$ cat config.mk
export PLATFORM = sky130hd
export DESIGN_NAME = sas_top
export DESIGN_NICKNAME = d
export VERILOG_FILES = /design/src/common/sas_pkg.sv /design/src/design/sas_clkdiv.sv /design/src/design/sas_top.sv
export SDC_FILE = /design/constraint.sdc
export NUM_CORES = 1
export LEC_CHECK = 0
export BUFFER_PORTS_ARGS = -buffer_cell sky130_fd_sc_hd__buf_2
export CAP_MARGIN = 20
export CORE_UTILIZATION = 45
export DETAILED_ROUTE_END_ITERATION = 8
export PLACE_DENSITY_LB_ADDON = 0.1
export SYNTH_ARGS = -nofsm -noshare
export SYNTH_HDL_FRONTEND = slang
export SYNTH_SLANG_ARGS = --single-unit
$ cat constraint.sdc
create_clock -name clock -period 2.85 [get_ports clock]
set_clock_uncertainty 0.15 [all_clocks]
set_input_delay 0.1425 -clock clock [delete_from_list [all_inputs] [get_ports clock]]
set_output_delay 0.1425 -clock clock [all_outputs]
set_load 0.02 [all_outputs]
$ cat src/common/sas_pkg.sv
// Constants, register map and types for the SAR converter auto sequencer.
// What this block does
// - Converter leaves reset powered down; software clears power-down before converting.
// - Converter clock is the 24 MHz clock divided by divider field plus one, or by two when the field is zero.
// - Sequencer samples only while the channel enable bit is one.
// - Set phase lasts the four-bit set-length field in 24 MHz cycles.
// - During Set, the converter control inputs follow the programmed settings.
// - Positive input select is bits 7:4, negative input select bits 3:0.
// - Two-bit reference select drives the converter; value 2 picks 1.2 V.
// - Two-bit input scaling select chooses unity or one-eighth scaling.
// - Two-bit resolution select covers 8, 10, 12 or 14 bits; 3 is 14.
// - Result is always 16 bits, sign extended above the valid bits.
// - Four-bit sampling time field sets settle cycles; value 3 gives 12.
// - Capture start pulses run; capture end latches the converter output.
// - Capture lasts a ten-bit count: two upper bits and eight lower bits.
// - Valid flag sets at capture end and clears automatically.
// - Result updates at capture only while the hold bit is zero.
// - Sample period equals Set length plus Capture length.
package sas_pkg;
	localparam logic [11:0] OFF_CTRL = 12'h000;
	localparam logic [11:0] OFF_CLKDIV = 12'h004;
	localparam logic [11:0] OFF_SEQ = 12'h008;
	localparam logic [11:0] OFF_SETLEN = 12'h00c;
	localparam logic [11:0] OFF_CAPLO = 12'h010;
	localparam logic [11:0] OFF_ANALOG = 12'h014;
	localparam logic [11:0] OFF_INSEL = 12'h018;
	localparam logic [11:0] OFF_RESULT = 12'h01c;
	localparam logic [11:0] OFF_STATUS = 12'h020;
	localparam logic [11:0] OFF_IRQ = 12'h024;
	localparam logic [11:0] OFF_MASK = 12'h028;
	// CTRL: bit0 power down, bit1 hold.
	localparam int CTRL_PD_BIT = 0;
	localparam int CTRL_HOLD_BIT = 1;
	localparam logic CTRL_PD_RST = 1'b1;
	localparam logic CTRL_HOLD_RST = 1'b0;
	localparam logic [2:0] CLKDIV_RST = 3'h3;
	// SEQ: bit2 channel enable, bits 5:4 max state index.
	localparam int SEQ_EN_BIT = 2;
	localparam int SEQ_MAX_LSB = 4;
	localparam logic [1:0] SEQ_MAX_RST = 2'h0;
	localparam logic [1:0] SEQ_MAX_RUN = 2'h2;
	// SETLEN: bits 3:0 set length, bits 7:6 capture length upper bits.
	localparam int SETLEN_CAPHI_LSB = 6;
	// ANALOG: 1:0 vref, 3:2 resolution, 4 diff, 7:6 scale, 11:8 tsamp.
	localparam int AN_VREF_LSB = 0;
	localparam int AN_RES_LSB = 2;
	localparam int AN_DIFF_BIT = 4;
	localparam int AN_SCALE_LSB = 6;
	localparam int AN_TSAMP_LSB = 8;
	localparam logic [1:0] VREF_RST = 2'h0;
	localparam logic [1:0] RES_RST = 2'h3;
	localparam logic [1:0] RES_8 = 2'h0;
	localparam logic [1:0] RES_10 = 2'h1;
	localparam logic [1:0] RES_12 = 2'h2;
	localparam logic [1:0] SCALE_RST = 2'h0;
	localparam logic [3:0] TSAMP_RST = 4'h0;
	localparam logic [3:0] TSAMP_MULT = 4'h3;
	localparam int IRQ_DONE_BIT = 0;
	localparam int IRQ_OVR_BIT = 1;
	localparam int RESULT_W = 16;
	typedef enum logic [1:0] {
		SAS_IDLE = 2'b00,
		SAS_SET = 2'b01,
		SAS_CAPTURE = 2'b10
	} sas_state_t;
endpackage

$ cat src/design/sas_clkdiv.sv
// Converter clock divider: divides the system clock by div plus one, or by two when div is zero.
`timescale 1ns/100ps
module sas_clkdiv #(
	parameter int DIV_W = 3
) (
	// System.
	input wire logic clock,
	input wire logic reset,
	// Control.
	input wire logic enable,
	input wire logic [DIV_W-1:0] div,
	// Divided clock as a register and a tick in the last system cycle of each count of div plus one.
	output logic conv_clk,
	output logic tick
);
	logic [DIV_W-1:0] cnt_ff;
	logic [DIV_W-1:0] nxt_cnt;
	logic clk_ff;
	logic nxt_clk;
	wire wrap = (cnt_ff >= div);
	wire [DIV_W:0] half = ({1'b0, div} + {{DIV_W{1'b0}}, 1'b1}) >> 1;
	assign nxt_cnt = (!enable || wrap) ? '0 : cnt_ff + 1'b1;
	// The output is high for the first half of every period; a zero divider toggles it every cycle, dividing by two.
	assign nxt_clk = enable && ({1'b0, nxt_cnt} < half || div == '0) && !(div == '0 && clk_ff);
	always_ff @(posedge clock) begin
		if (reset) begin
			cnt_ff <= '0;
			clk_ff <= 1'b0;
		end else begin
			cnt_ff <= nxt_cnt;
			clk_ff <= nxt_clk;
		end
	end
	assign conv_clk = clk_ff;
	assign tick = enable && wrap;
endmodule

$ cat src/design/sas_top.sv
// Auto sequencer for the SAR converter with APB registers and interrupt.
//
// Decided for this implementation: the placing of the registers and the APB slave port.
`timescale 1ns/100ps
module sas_top #(
	parameter int DIV_W = 3,
	parameter int SET_W = 4,
	parameter int CAP_W = 10
) (
	// System.
	input wire logic clock,
	input wire logic reset,
	// APB slave.
	input wire logic psel,
	input wire logic penable,
	input wire logic pwrite,
	input wire logic [11:0] paddr,
	input wire logic [31:0] pwdata,
	output logic [31:0] prdata,
	output logic pready,
	output logic pslverr,
	// Interrupt.
	output logic irq,
	// Converter core controls.
	output logic conv_power_down,
	output logic conv_clk,
	output logic conv_run,
	output logic conv_diff_mode,
	output logic [3:0] conv_ain_pos,
	output logic [3:0] conv_ain_neg,
	output logic [1:0] conv_vref_sel,
	output logic [1:0] input_scale_select,
	output logic [1:0] conv_res_sel,
	output logic [5:0] conv_settle_cycles,
	// Converter core data, from another clock domain.
	input wire logic [15:0] conv_data,
	// Sequencer status.
	output logic result_valid_flag,
	output logic [15:0] result
);
	logic pd_ff;
	logic hold_ff;
	logic [DIV_W-1:0] div_ff;
	logic en_ff;
	logic [1:0] maxst_ff;
	logic [SET_W-1:0] setlen_ff;
	logic [1:0] caphi_ff;
	logic [7:0] caplo_ff;
	logic [11:0] analog_ff;
	logic [7:0] insel_ff;
	logic [1:0] stat_ff;
	logic [1:0] mask_ff;
	sas_pkg::sas_state_t st_ff;
	sas_pkg::sas_state_t nxt_st;
	logic [CAP_W-1:0] cnt_ff;
	logic [CAP_W-1:0] nxt_cnt;
	logic [15:0] data_s1_ff;
	logic [15:0] data_s2_ff;
	logic [15:0] result_ff;
	logic valid_ff;
	logic run_ff;
	logic [5:0] settle_ff;
	logic [1:0] vref_ff;
	logic [1:0] scale_ff;
	logic [1:0] res_ff;
	logic diff_ff;
	logic [7:0] ain_ff;

	// Bus decode.
	wire acc = psel && penable;
	wire wr = acc && pwrite;
	wire rd = acc && !pwrite;
	wire hit_ctrl = paddr == sas_pkg::OFF_CTRL;
	wire hit_div = paddr == sas_pkg::OFF_CLKDIV;
	wire hit_seq = paddr == sas_pkg::OFF_SEQ;
	wire hit_setlen = paddr == sas_pkg::OFF_SETLEN;
	wire hit_caplo = paddr == sas_pkg::OFF_CAPLO;
	wire hit_analog = paddr == sas_pkg::OFF_ANALOG;
	wire hit_insel = paddr == sas_pkg::OFF_INSEL;
	wire hit_result = paddr == sas_pkg::OFF_RESULT;
	wire hit_status = paddr == sas_pkg::OFF_STATUS;
	wire hit_irq = paddr == sas_pkg::OFF_IRQ;
	wire hit_mask = paddr == sas_pkg::OFF_MASK;
	wire mapped = hit_ctrl | hit_div | hit_seq | hit_setlen | hit_caplo | hit_analog
		| hit_insel | hit_result | hit_status | hit_irq | hit_mask;
	assign pready = 1'b1;
	assign pslverr = acc && !mapped;

	// Sequencer.
	// Running needs power up, enable and the two-state index; other indexes park the sequencer.
	wire run_ok = !pd_ff && en_ff && maxst_ff == sas_pkg::SEQ_MAX_RUN;
	wire [CAP_W-1:0] cap_len = {caphi_ff, caplo_ff};
	wire [CAP_W-1:0] set_len = {{(CAP_W-SET_W){1'b0}}, setlen_ff};
	wire set_done = st_ff == sas_pkg::SAS_SET && cnt_ff + 1'b1 >= set_len;
	wire cap_done = st_ff == sas_pkg::SAS_CAPTURE && cnt_ff + 1'b1 >= cap_len;
	wire enter_cap = set_done && run_ok;
	// The divider tick stays open: the core counts its own settle cycles on the divided clock.

	always_comb begin
		nxt_st = st_ff;
		nxt_cnt = cnt_ff + 1'b1;
		if (!run_ok) begin
			nxt_st = sas_pkg::SAS_IDLE;
			nxt_cnt = '0;
		end else begin
			unique case (st_ff)
				sas_pkg::SAS_IDLE: begin
					nxt_st = sas_pkg::SAS_SET;
					nxt_cnt = '0;
				end
				sas_pkg::SAS_SET: begin
					if (set_done) begin
						nxt_st = sas_pkg::SAS_CAPTURE;
						nxt_cnt = '0;
					end
				end
				sas_pkg::SAS_CAPTURE: begin
					if (cap_done) begin
						nxt_st = sas_pkg::SAS_SET;
						nxt_cnt = '0;
					end
				end
				default: begin
					nxt_st = sas_pkg::SAS_IDLE;
					nxt_cnt = '0;
				end
			endcase
		end
	end

	// Sign extension above the selected resolution.
	wire [15:0] raw = data_s2_ff;
	wire [15:0] ext8 = {{8{raw[7]}}, raw[7:0]};
	wire [15:0] ext10 = {{6{raw[9]}}, raw[9:0]};
	wire [15:0] ext12 = {{4{raw[11]}}, raw[11:0]};
	wire [15:0] ext14 = {{2{raw[13]}}, raw[13:0]};
	wire [15:0] ext = res_ff == sas_pkg::RES_8 ? ext8 : res_ff == sas_pkg::RES_10 ? ext10
		: res_ff == sas_pkg::RES_12 ? ext12 : ext14;
	wire cap_ev = cap_done && run_ok;
	wire upd = cap_ev && !hold_ff;

	wire [3:0] tsamp = analog_ff[sas_pkg::AN_TSAMP_LSB +: 4];
	wire [5:0] settle = 6'(tsamp) * 6'(sas_pkg::TSAMP_MULT) + 6'(sas_pkg::TSAMP_MULT);

	always_ff @(posedge clock) begin
		if (reset) begin
			st_ff <= sas_pkg::SAS_IDLE;
			cnt_ff <= '0;
			run_ff <= 1'b0;
			valid_ff <= 1'b0;
			result_ff <= '0;
			data_s1_ff <= '0;
			data_s2_ff <= '0;
		end else begin
			st_ff <= nxt_st;
			cnt_ff <= nxt_cnt;
			run_ff <= enter_cap;
			valid_ff <= cap_ev;
			data_s1_ff <= conv_data;
			data_s2_ff <= data_s1_ff;
			if (upd) begin
				result_ff <= ext;
			end
		end
	end

	// Analog controls are loaded during Set so a mid-capture write cannot disturb a conversion.
	always_ff @(posedge clock) begin
		if (reset) begin
			vref_ff <= sas_pkg::VREF_RST;
			scale_ff <= sas_pkg::SCALE_RST;
			res_ff <= sas_pkg::RES_RST;
			diff_ff <= 1'b0;
			ain_ff <= '0;
			settle_ff <= 6'(sas_pkg::TSAMP_MULT);
		end else if (st_ff == sas_pkg::SAS_SET) begin
			vref_ff <= analog_ff[sas_pkg::AN_VREF_LSB +: 2];
			scale_ff <= analog_ff[sas_pkg::AN_SCALE_LSB +: 2];
			res_ff <= analog_ff[sas_pkg::AN_RES_LSB +: 2];
			diff_ff <= analog_ff[sas_pkg::AN_DIFF_BIT];
			ain_ff <= insel_ff;
			settle_ff <= settle;
		end
	end

	// Registers.
	always_ff @(posedge clock) begin
		if (reset) begin
			pd_ff <= sas_pkg::CTRL_PD_RST;
			hold_ff <= sas_pkg::CTRL_HOLD_RST;
			div_ff <= sas_pkg::CLKDIV_RST;
			en_ff <= 1'b0;
			maxst_ff <= sas_pkg::SEQ_MAX_RST;
			setlen_ff <= '0;
			caphi_ff <= '0;
			caplo_ff <= '0;
			analog_ff <= {sas_pkg::TSAMP_RST, sas_pkg::SCALE_RST, 1'b0, 1'b0,
				sas_pkg::RES_RST, sas_pkg::VREF_RST};
			insel_ff <= '0;
			mask_ff <= '0;
		end else if (wr) begin
			if (hit_ctrl) begin
				pd_ff <= pwdata[sas_pkg::CTRL_PD_BIT];
				hold_ff <= pwdata[sas_pkg::CTRL_HOLD_BIT];
			end
			if (hit_div) div_ff <= pwdata[DIV_W-1:0];
			if (hit_seq) begin
				en_ff <= pwdata[sas_pkg::SEQ_EN_BIT];
				maxst_ff <= pwdata[sas_pkg::SEQ_MAX_LSB +: 2];
			end
			if (hit_setlen) begin
				setlen_ff <= pwdata[SET_W-1:0];
				caphi_ff <= pwdata[sas_pkg::SETLEN_CAPHI_LSB +: 2];
			end
			if (hit_caplo) caplo_ff <= pwdata[7:0];
			if (hit_analog) analog_ff <= pwdata[11:0];
			if (hit_insel) insel_ff <= pwdata[7:0];
			if (hit_mask) mask_ff <= pwdata[1:0];
		end
	end

	// Sticky events: done on each capture, overrun when a done is still pending.
	// Set wins over the read-clear in the same cycle.
	wire [1:0] ev = {cap_ev && stat_ff[sas_pkg::IRQ_DONE_BIT], cap_ev};
	wire irq_rd = rd && hit_irq;
	always_ff @(posedge clock) begin
		if (reset) begin
			stat_ff <= '0;
		end else begin
			stat_ff <= (irq_rd ? 2'h0 : stat_ff) | ev;
		end
	end
	assign irq = |(stat_ff & mask_ff);

	// Read mux.
	wire [31:0] rd_ctrl = {30'h0, hold_ff, pd_ff};
	wire [31:0] rd_seq = {26'h0, maxst_ff, 1'b0, en_ff, 2'h0};
	wire [31:0] rd_setlen = {24'h0, caphi_ff, 2'h0, setlen_ff};
	wire [31:0] rd_status = {29'h0, st_ff, valid_ff};
	always_comb begin
		prdata = 32'h0;
		if (hit_ctrl) prdata = rd_ctrl;
		if (hit_div) prdata = {29'h0, div_ff};
		if (hit_seq) prdata = rd_seq;
		if (hit_setlen) prdata = rd_setlen;
		if (hit_caplo) prdata = {24'h0, caplo_ff};
		if (hit_analog) prdata = {20'h0, analog_ff};
		if (hit_insel) prdata = {24'h0, insel_ff};
		if (hit_result) prdata = {16'h0, result_ff};
		if (hit_status) prdata = rd_status;
		if (hit_irq) prdata = {30'h0, stat_ff};
		if (hit_mask) prdata = {30'h0, mask_ff};
	end

	sas_clkdiv #(
		.DIV_W(DIV_W)
	) u_div (
		.clock(clock),
		.reset(reset),
		.enable(!pd_ff),
		.div(div_ff),
		.conv_clk(conv_clk),
		.tick()
	);

	assign conv_power_down = pd_ff;
	assign conv_run = run_ff;
	assign conv_diff_mode = diff_ff;
	assign conv_ain_pos = ain_ff[7:4];
	assign conv_ain_neg = ain_ff[3:0];
	assign conv_vref_sel = vref_ff;
	assign input_scale_select = scale_ff;
	assign conv_res_sel = res_ff;
	assign conv_settle_cycles = settle_ff;
	assign result_valid_flag = valid_ff;
	assign result = result_ff;
endmodule

* Word level (Yosys, flattened, before mapping)
Cells that the tools add are included.
** Operators by class
- Order comparisons :: 4
- $mul :: 1
- Eq/ne operators :: 17
- Reductions and logical operators :: 38
- Muxes and demuxes :: 22
- $add $sub $neg :: 4
- Bitwise operators :: 13
** Operator list (count)
- two-way mux 32 bit :: 10
- == test 12 x 5 -> 1 bit (second input constant) :: 4
- two-way mux 16 bit :: 3
- == test 12 x 6 -> 1 bit (second input constant) :: 3
- == test 12 x 4 -> 1 bit (second input constant) :: 2
- two-way mux 10 bit :: 2
- case mux 10 bit (2 select lines) :: 1
- AND reduction 2 bit :: 9
- logical AND 1 bit :: 16
- == test 12 x 3 -> 1 bit (second input constant) :: 1
- logical NOT 12 bit :: 1
- adder 10 x 1 -> 10 bit (second input constant) :: 1
- greater-or-equal comparator 10 bit :: 1
- greater-or-equal comparator 10 x 4 -> 1 bit :: 1
- OR 1 bit :: 10
- two-way mux 2 bit :: 4
- adder 6 x 2 -> 6 bit (second input constant) :: 1
- == test 2 bit (second input constant) :: 3
- multiplier 4 x 2 -> 6 bit (second input constant) :: 1
- case mux 2 bit (3 select lines) :: 1
- logical NOT 1 bit :: 5
- adder 3 x 1 -> 4 bit (second input constant) :: 1
- == test 2 x 1 -> 1 bit (second input constant) :: 2
- logical NOT 2 bit :: 2
- 11 further kinds :: 14
** Word-level totals
- Output and inout port bits :: 76
- Flip-flop bits (word level) :: 129

* Depth between registers and ports, before layout
- Depth in word-level cells :: 13
- Depth in mapped cells :: 13
- Depth with buffers taken out :: 12

* By module
A second synthesis with hierarchy kept.
** Second synthesis, totals
- Cell total of the unflattened synthesis :: 722
- Area, all modules :: 6381.1 sq um
** By module, submodules not included
- sas_top :: times used 1, area each 6004.5 sq um, cells an instance 681
- sas_clkdiv :: times used 1, area each 376.6 sq um, cells an instance 41

* Least setup slack after synthesis
Ideal clock, no wire load.
- Path kind :: register -> register
- Start point :: register cnt_ff[0]
- End point :: register result_ff[2], in the netlist result[2]
- Buffers on the path :: 1
- Arrival :: 2.733 ns
- Setup slack :: -0.149 ns
- Stages on the path, launching flop included :: 13
- Data required time :: 2.583 ns
- Path through :: dfxtp_1 nand2_1 or2_2 xnor2_1 ha_1 and3_1 nand4_1 o211a_1 a21oi_1 o2111ai_2 and2b_1 buf_4 a22o_1
** Between the ends
- Cells in the longest elaborated chain, start to end :: 5
** Ends and longest elaborated chain
- from (decl) :: RTL line sas_top.sv:55 : logic [CAP_W-1:0] cnt_ff;
- from (signal assigned) :: RTL line sas_top.sv:156 : cnt_ff <= nxt_cnt;
- adder 10 x 1 -> 10 bit :: RTL line sas_top.sv:95 : wire cap_done = st_ff == sas_pkg::SAS_CAPTURE && cnt_ff + 1'b1 >= cap_len;
- greater-or-equal comparator 10 bit :: RTL line sas_top.sv:95
- logical AND 1 bit :: RTL line sas_top.sv:95
- logical AND 1 bit :: RTL line sas_top.sv:139 : wire cap_ev = cap_done && run_ok;
- logical AND 1 bit :: RTL line sas_top.sv:140 : wire upd = cap_ev && !hold_ff;
- to (signal assigned) :: RTL line sas_top.sv:162 : result_ff <= ext;
- to (decl) :: RTL line sas_top.sv:59 : logic [15:0] result_ff;
No other way between the ends.
A chain may end at the register's enable or synchronous reset.

* Worst setup path after layout
- Start point :: register cnt_ff[1]
- End point :: register result_ff[11], in the netlist result[11]
Same word-level chain as after synthesis.

==> results by stage <==
Run status:
- The run finished, with violations left.
- The final reports fail on setup timing.

Placement:
- The post-place setup slack is -0.362 ns.
- The placed cell count is 946.
- The half-perimeter wire length of the detailed placement result is 12,000 um.
- The final weighted congestion in routability-driven placement is 0.921.
- The number of buffers inserted by port buffering is 101.

Setup path:
- The critical path data arrival time is 3.03 ns.
- The signal on the critical path passes through ha_4, and4_4, nand2_4, xnor2_2, ha_1, nand2_1, a31o_2, o211a_1, o22ai_2, o2111ai_4, and2b_2, a32o_1.
- The cell with the largest stage delay on the worst path is dfxtp_4.
- STA classifies the critical path endpoint as a flop.
- The startpoint kind of the worst setup timing path is a flop.
- Data on the critical path is required at its endpoint by 3.01 ns.
- The largest fanout of any net on the critical path is 6.
- On the worst path, the slowest cell contributes a delay of 0.37 ns.
- The critical path is of the flop to flop type.

Yosys:
- dfxtp_1 takes more of the synthesized area than any other cell.
- The post-synthesis area per instance is 9.01 sq um.
- After synthesis, the largest area contributor takes up 41.2% of total cell area.
- Sorting the synthesized cells by area gives the leading types as dfxtp_1, mux2i_1, ha_1.
- The number of different library cells used by synthesis comes to 70.
- In this run, synthesis produced a sequential element count of 127.
- The predominant post-synthesis flop cell is dfxtp_1.
- The portion of the post-synthesis area used by sequential elements is 41.2%.
- Counting flops with a built-in enable in the synthesized netlist gives 0.
- Counting flops with an async set or reset pin after synthesis yields a share of 0%.
- In this run the cell area of the synthesized design comes to 6170 sq um.
- Synthesis handed over a netlist of 685 instances.
- The commonest cells after synthesis are dfxtp_1, nor2_1, a21oi_1.
- The most instantiated library cell after synthesis is dfxtp_1.
- The number of warnings printed during yosys synthesis is 0.

Timing:
- The number of endpoints with negative hold slack in the final report is 0.
- Setup repair after global routing could not meet its margin everywhere.
- After layout, the worst setup slack is -0.0126 ns.
- Setup violations remaining at the end of the flow were counted as 5.
- The worst path uses 100% of the clock period.
- Measured against its own limit, the worst slew margin works out to 63.3%.
- The count of final max-slew check failures is 0.
- Timing would allow up to 0.349 GHz.
- For the pin with the worst max-slew slack, the measured transition is 0.551 ns.
- The minimum period implied by the final worst setup slack is 2.86 ns.

Die:
- The die footprint is 14,200 sq um.
- In this run the horizontal extent of the chip is 119 um.
- In this run the standard cell core region covers 13,300 sq um.
- The number of core rows is 42.
- The number of I/O pins is 141.
- The die is 119 um tall.
- Once the floorplan was initialized, standard cells occupied 46.4% of the core.

Clock tree:
- The root cell of the clock tree is clkbuf_16.
- The clock transition at the registers of the reported paths is 0.06 ns.
- The clock reaches the later pin of the worst-skew pair after 0.42 ns.
- The H-tree depth reported by CTS is 4.
- The tree built by TritonCTS fans out to 127 sinks.
- The number of clock buffers added by TritonCTS is 17.
- The TritonCTS clock tree is done.
- The clock passes through at most 2 buffers.

Global routing:
- The maximum number of pins on one net before global-route repair is 48.
- The first global-routing pass estimated 26,000 um of wire.
- The number of antenna violations at the first check in global routing came to 0.
- The via count of the first global-routing pass was 5,169.
- In the global route stage, overall resource usage came out at 23.9%.
- For this run the aggregate overflow at the end of global routing stands at 0.

Route:
- The number of remaining DRC errors is 0.
- The detailed-route via count is 5,429.
- Once detail routing completed, the nets flagged for antenna violations numbered 0.
- The routed length per instance is 16.4 um.
- The number of DRC markers in iteration 0 is 357.
- The final wirelength is 16,600 um.
- The first detailed-routing pass took 5 iterations.
- In the routed layout, each cell is associated on average with a via count of 5.37.

Min path:
- The class of the tightest hold or removal check is primary input to flop.

Job:
- Across the run, the number of max-cap violations was 0.

Cells and area:
- The total inserted antenna cells is 0.
- The number of fill cells is 1,189.
- The area added between synthesis and finish is 28.0%.
- Cells with a size suffix above 1 make up 26.1% of the layout.
- The net count of the finished layout is 919.
- Once layout is complete, the utilization of the core stands at 59.5%.
- The count of placed standard cells in the final layout, fillers left out is 1,011.

Pwr:
- The total leakage power is 3.45 nW.
- IR analysis of the VDD net gives a maximum drop of 0.000463 V.
- Power spread over the standard cell area amounts to 523 nW/um^2.
worst paths after layout:
| path | from | to | slack, ns | cells past startpoint |
|---|---|---|---|---|
| worst max-delay path | cnt_ff[1] | result[11] | -0.01 | 12 |
| worst min-delay path | reset | caphi_ff[1] | 0.07 | 2 |
| worst max register to register | cnt_ff[1] | result[11] | -0.01 | 12 |
| worst min register to register | data_s1_ff[10] | data_s2_ff[10] | 0.28 | 1 |
layer usage:
metal,wire (um),GRT usage (%)
met3,1130,5.22
met4,374,9.89
met1,7060,29.9
met5,0,0
met2,8050,39.8
layout by cell type (no fill, tap or decap), drive strengths merged, types with 5 or more instances in the layout:
cell         instances
a211o                8
a21oi               46
a22o                12
a22oi                9
and3                13
buf                132
clkbuf              20
clkinv               7
conb                17
dfxtp              127
dlygate4sd3         26
ha                  32
inv                 32
mux2i               43
nand2               46
nand2b               8
nand3               33
nor2                74
nor2b               33
nor3                14
o21ai               17
o22ai                5
or2                  6
xnor2                9
critical path: cells and delay by family, from the launching register on:
kind,cells,cell delay [ns]
flops,1,0.37
xor+xnor,1,0.15
simple gates,4,0.67
compound gates,5,0.96
fa+ha+maj,2,0.45
through the flow:
stage,hold WS (ns),total power [W],instance area [sq um],TNS [ns]
final,0.0666,0.00413,7910,-0.0306
after detailed placement,0.206,0.00202,6850,-3.91
after global placement,0.202,0.00201,6850,-1.92
after global routing,0.0837,0.00427,7910,-1.45
after CTS,0.0484,0.00417,7820,-0.202
after floorplan,0.121,0.00196,6250,0
timing repair:
action	in CTS	in global routing
buffers inserted	5	1
endpoints found under the setup margin	21	28
endpoints found under the hold margin	55	0
resized for setup	21	16
pin swaps	18	6
gates cloned	1	0
hold buffers	26	0
cell families after synthesis:
family | Yosys count | share of synthesized area, %
AO/OA/AOI/OAI | 127 | 13.8
XOR/XNOR | 12 | 1.70
adder cells (fa/ha/maj) | 33 | 6.67
buffers and inverters | 89 | 7.32
flip-flops | 127 | 41.2
multiplexers | 48 | 8.61
other | 2 | 0.122
AND/OR/NAND/NOR | 247 | 20.6
state kept, by name (all words and copies together) (netlist names), 2 cells and up:
register	flops
data_s1_ff	14
data_s2_ff	14
result	14
analog_ff	12
cnt_ff	10
ain_ff	8
caplo_ff	8
insel_ff	8
conv_settle_cycles	6
setlen_ff	4
div_ff	3
u_div.cnt_ff	3
caphi_ff	2
conv_res_sel	2
conv_vref_sel	2
input_scale_select	2
mask_ff	2
maxst_ff	2
st_ff	2
stat_ff	2
report_power, final:
| part | switching [W] | total, W | internal (W) |
|---|---|---|---|
| Combinational | 0.000129 | 0.000211 | 0.0000817 |
| Clock | 0.000815 | 0.00213 | 0.00131 |
| Sequential | 0.00000462 | 0.00180 | 0.00179 |
| Total | 0.000948 | 0.00413 | 0.00319 |
area by class of cell:
| type | instances | area (sq um) | area share, % |
|---|---|---|---|
| Multi-Input combinational cell | 485 | 3410 | 43.1 |
| Sequential cell | 127 | 2550 | 32.3 |
| Timing Repair Buffer | 158 | 1010 | 12.8 |
| Clock buffer | 20 | 447 | 5.65 |
| Tap cell | 176 | 220 | 2.79 |
| Clock inverter | 12 | 139 | 1.76 |
| Inverter | 33 | 124 | 1.57 |
(Power assumes the default switching activity.)
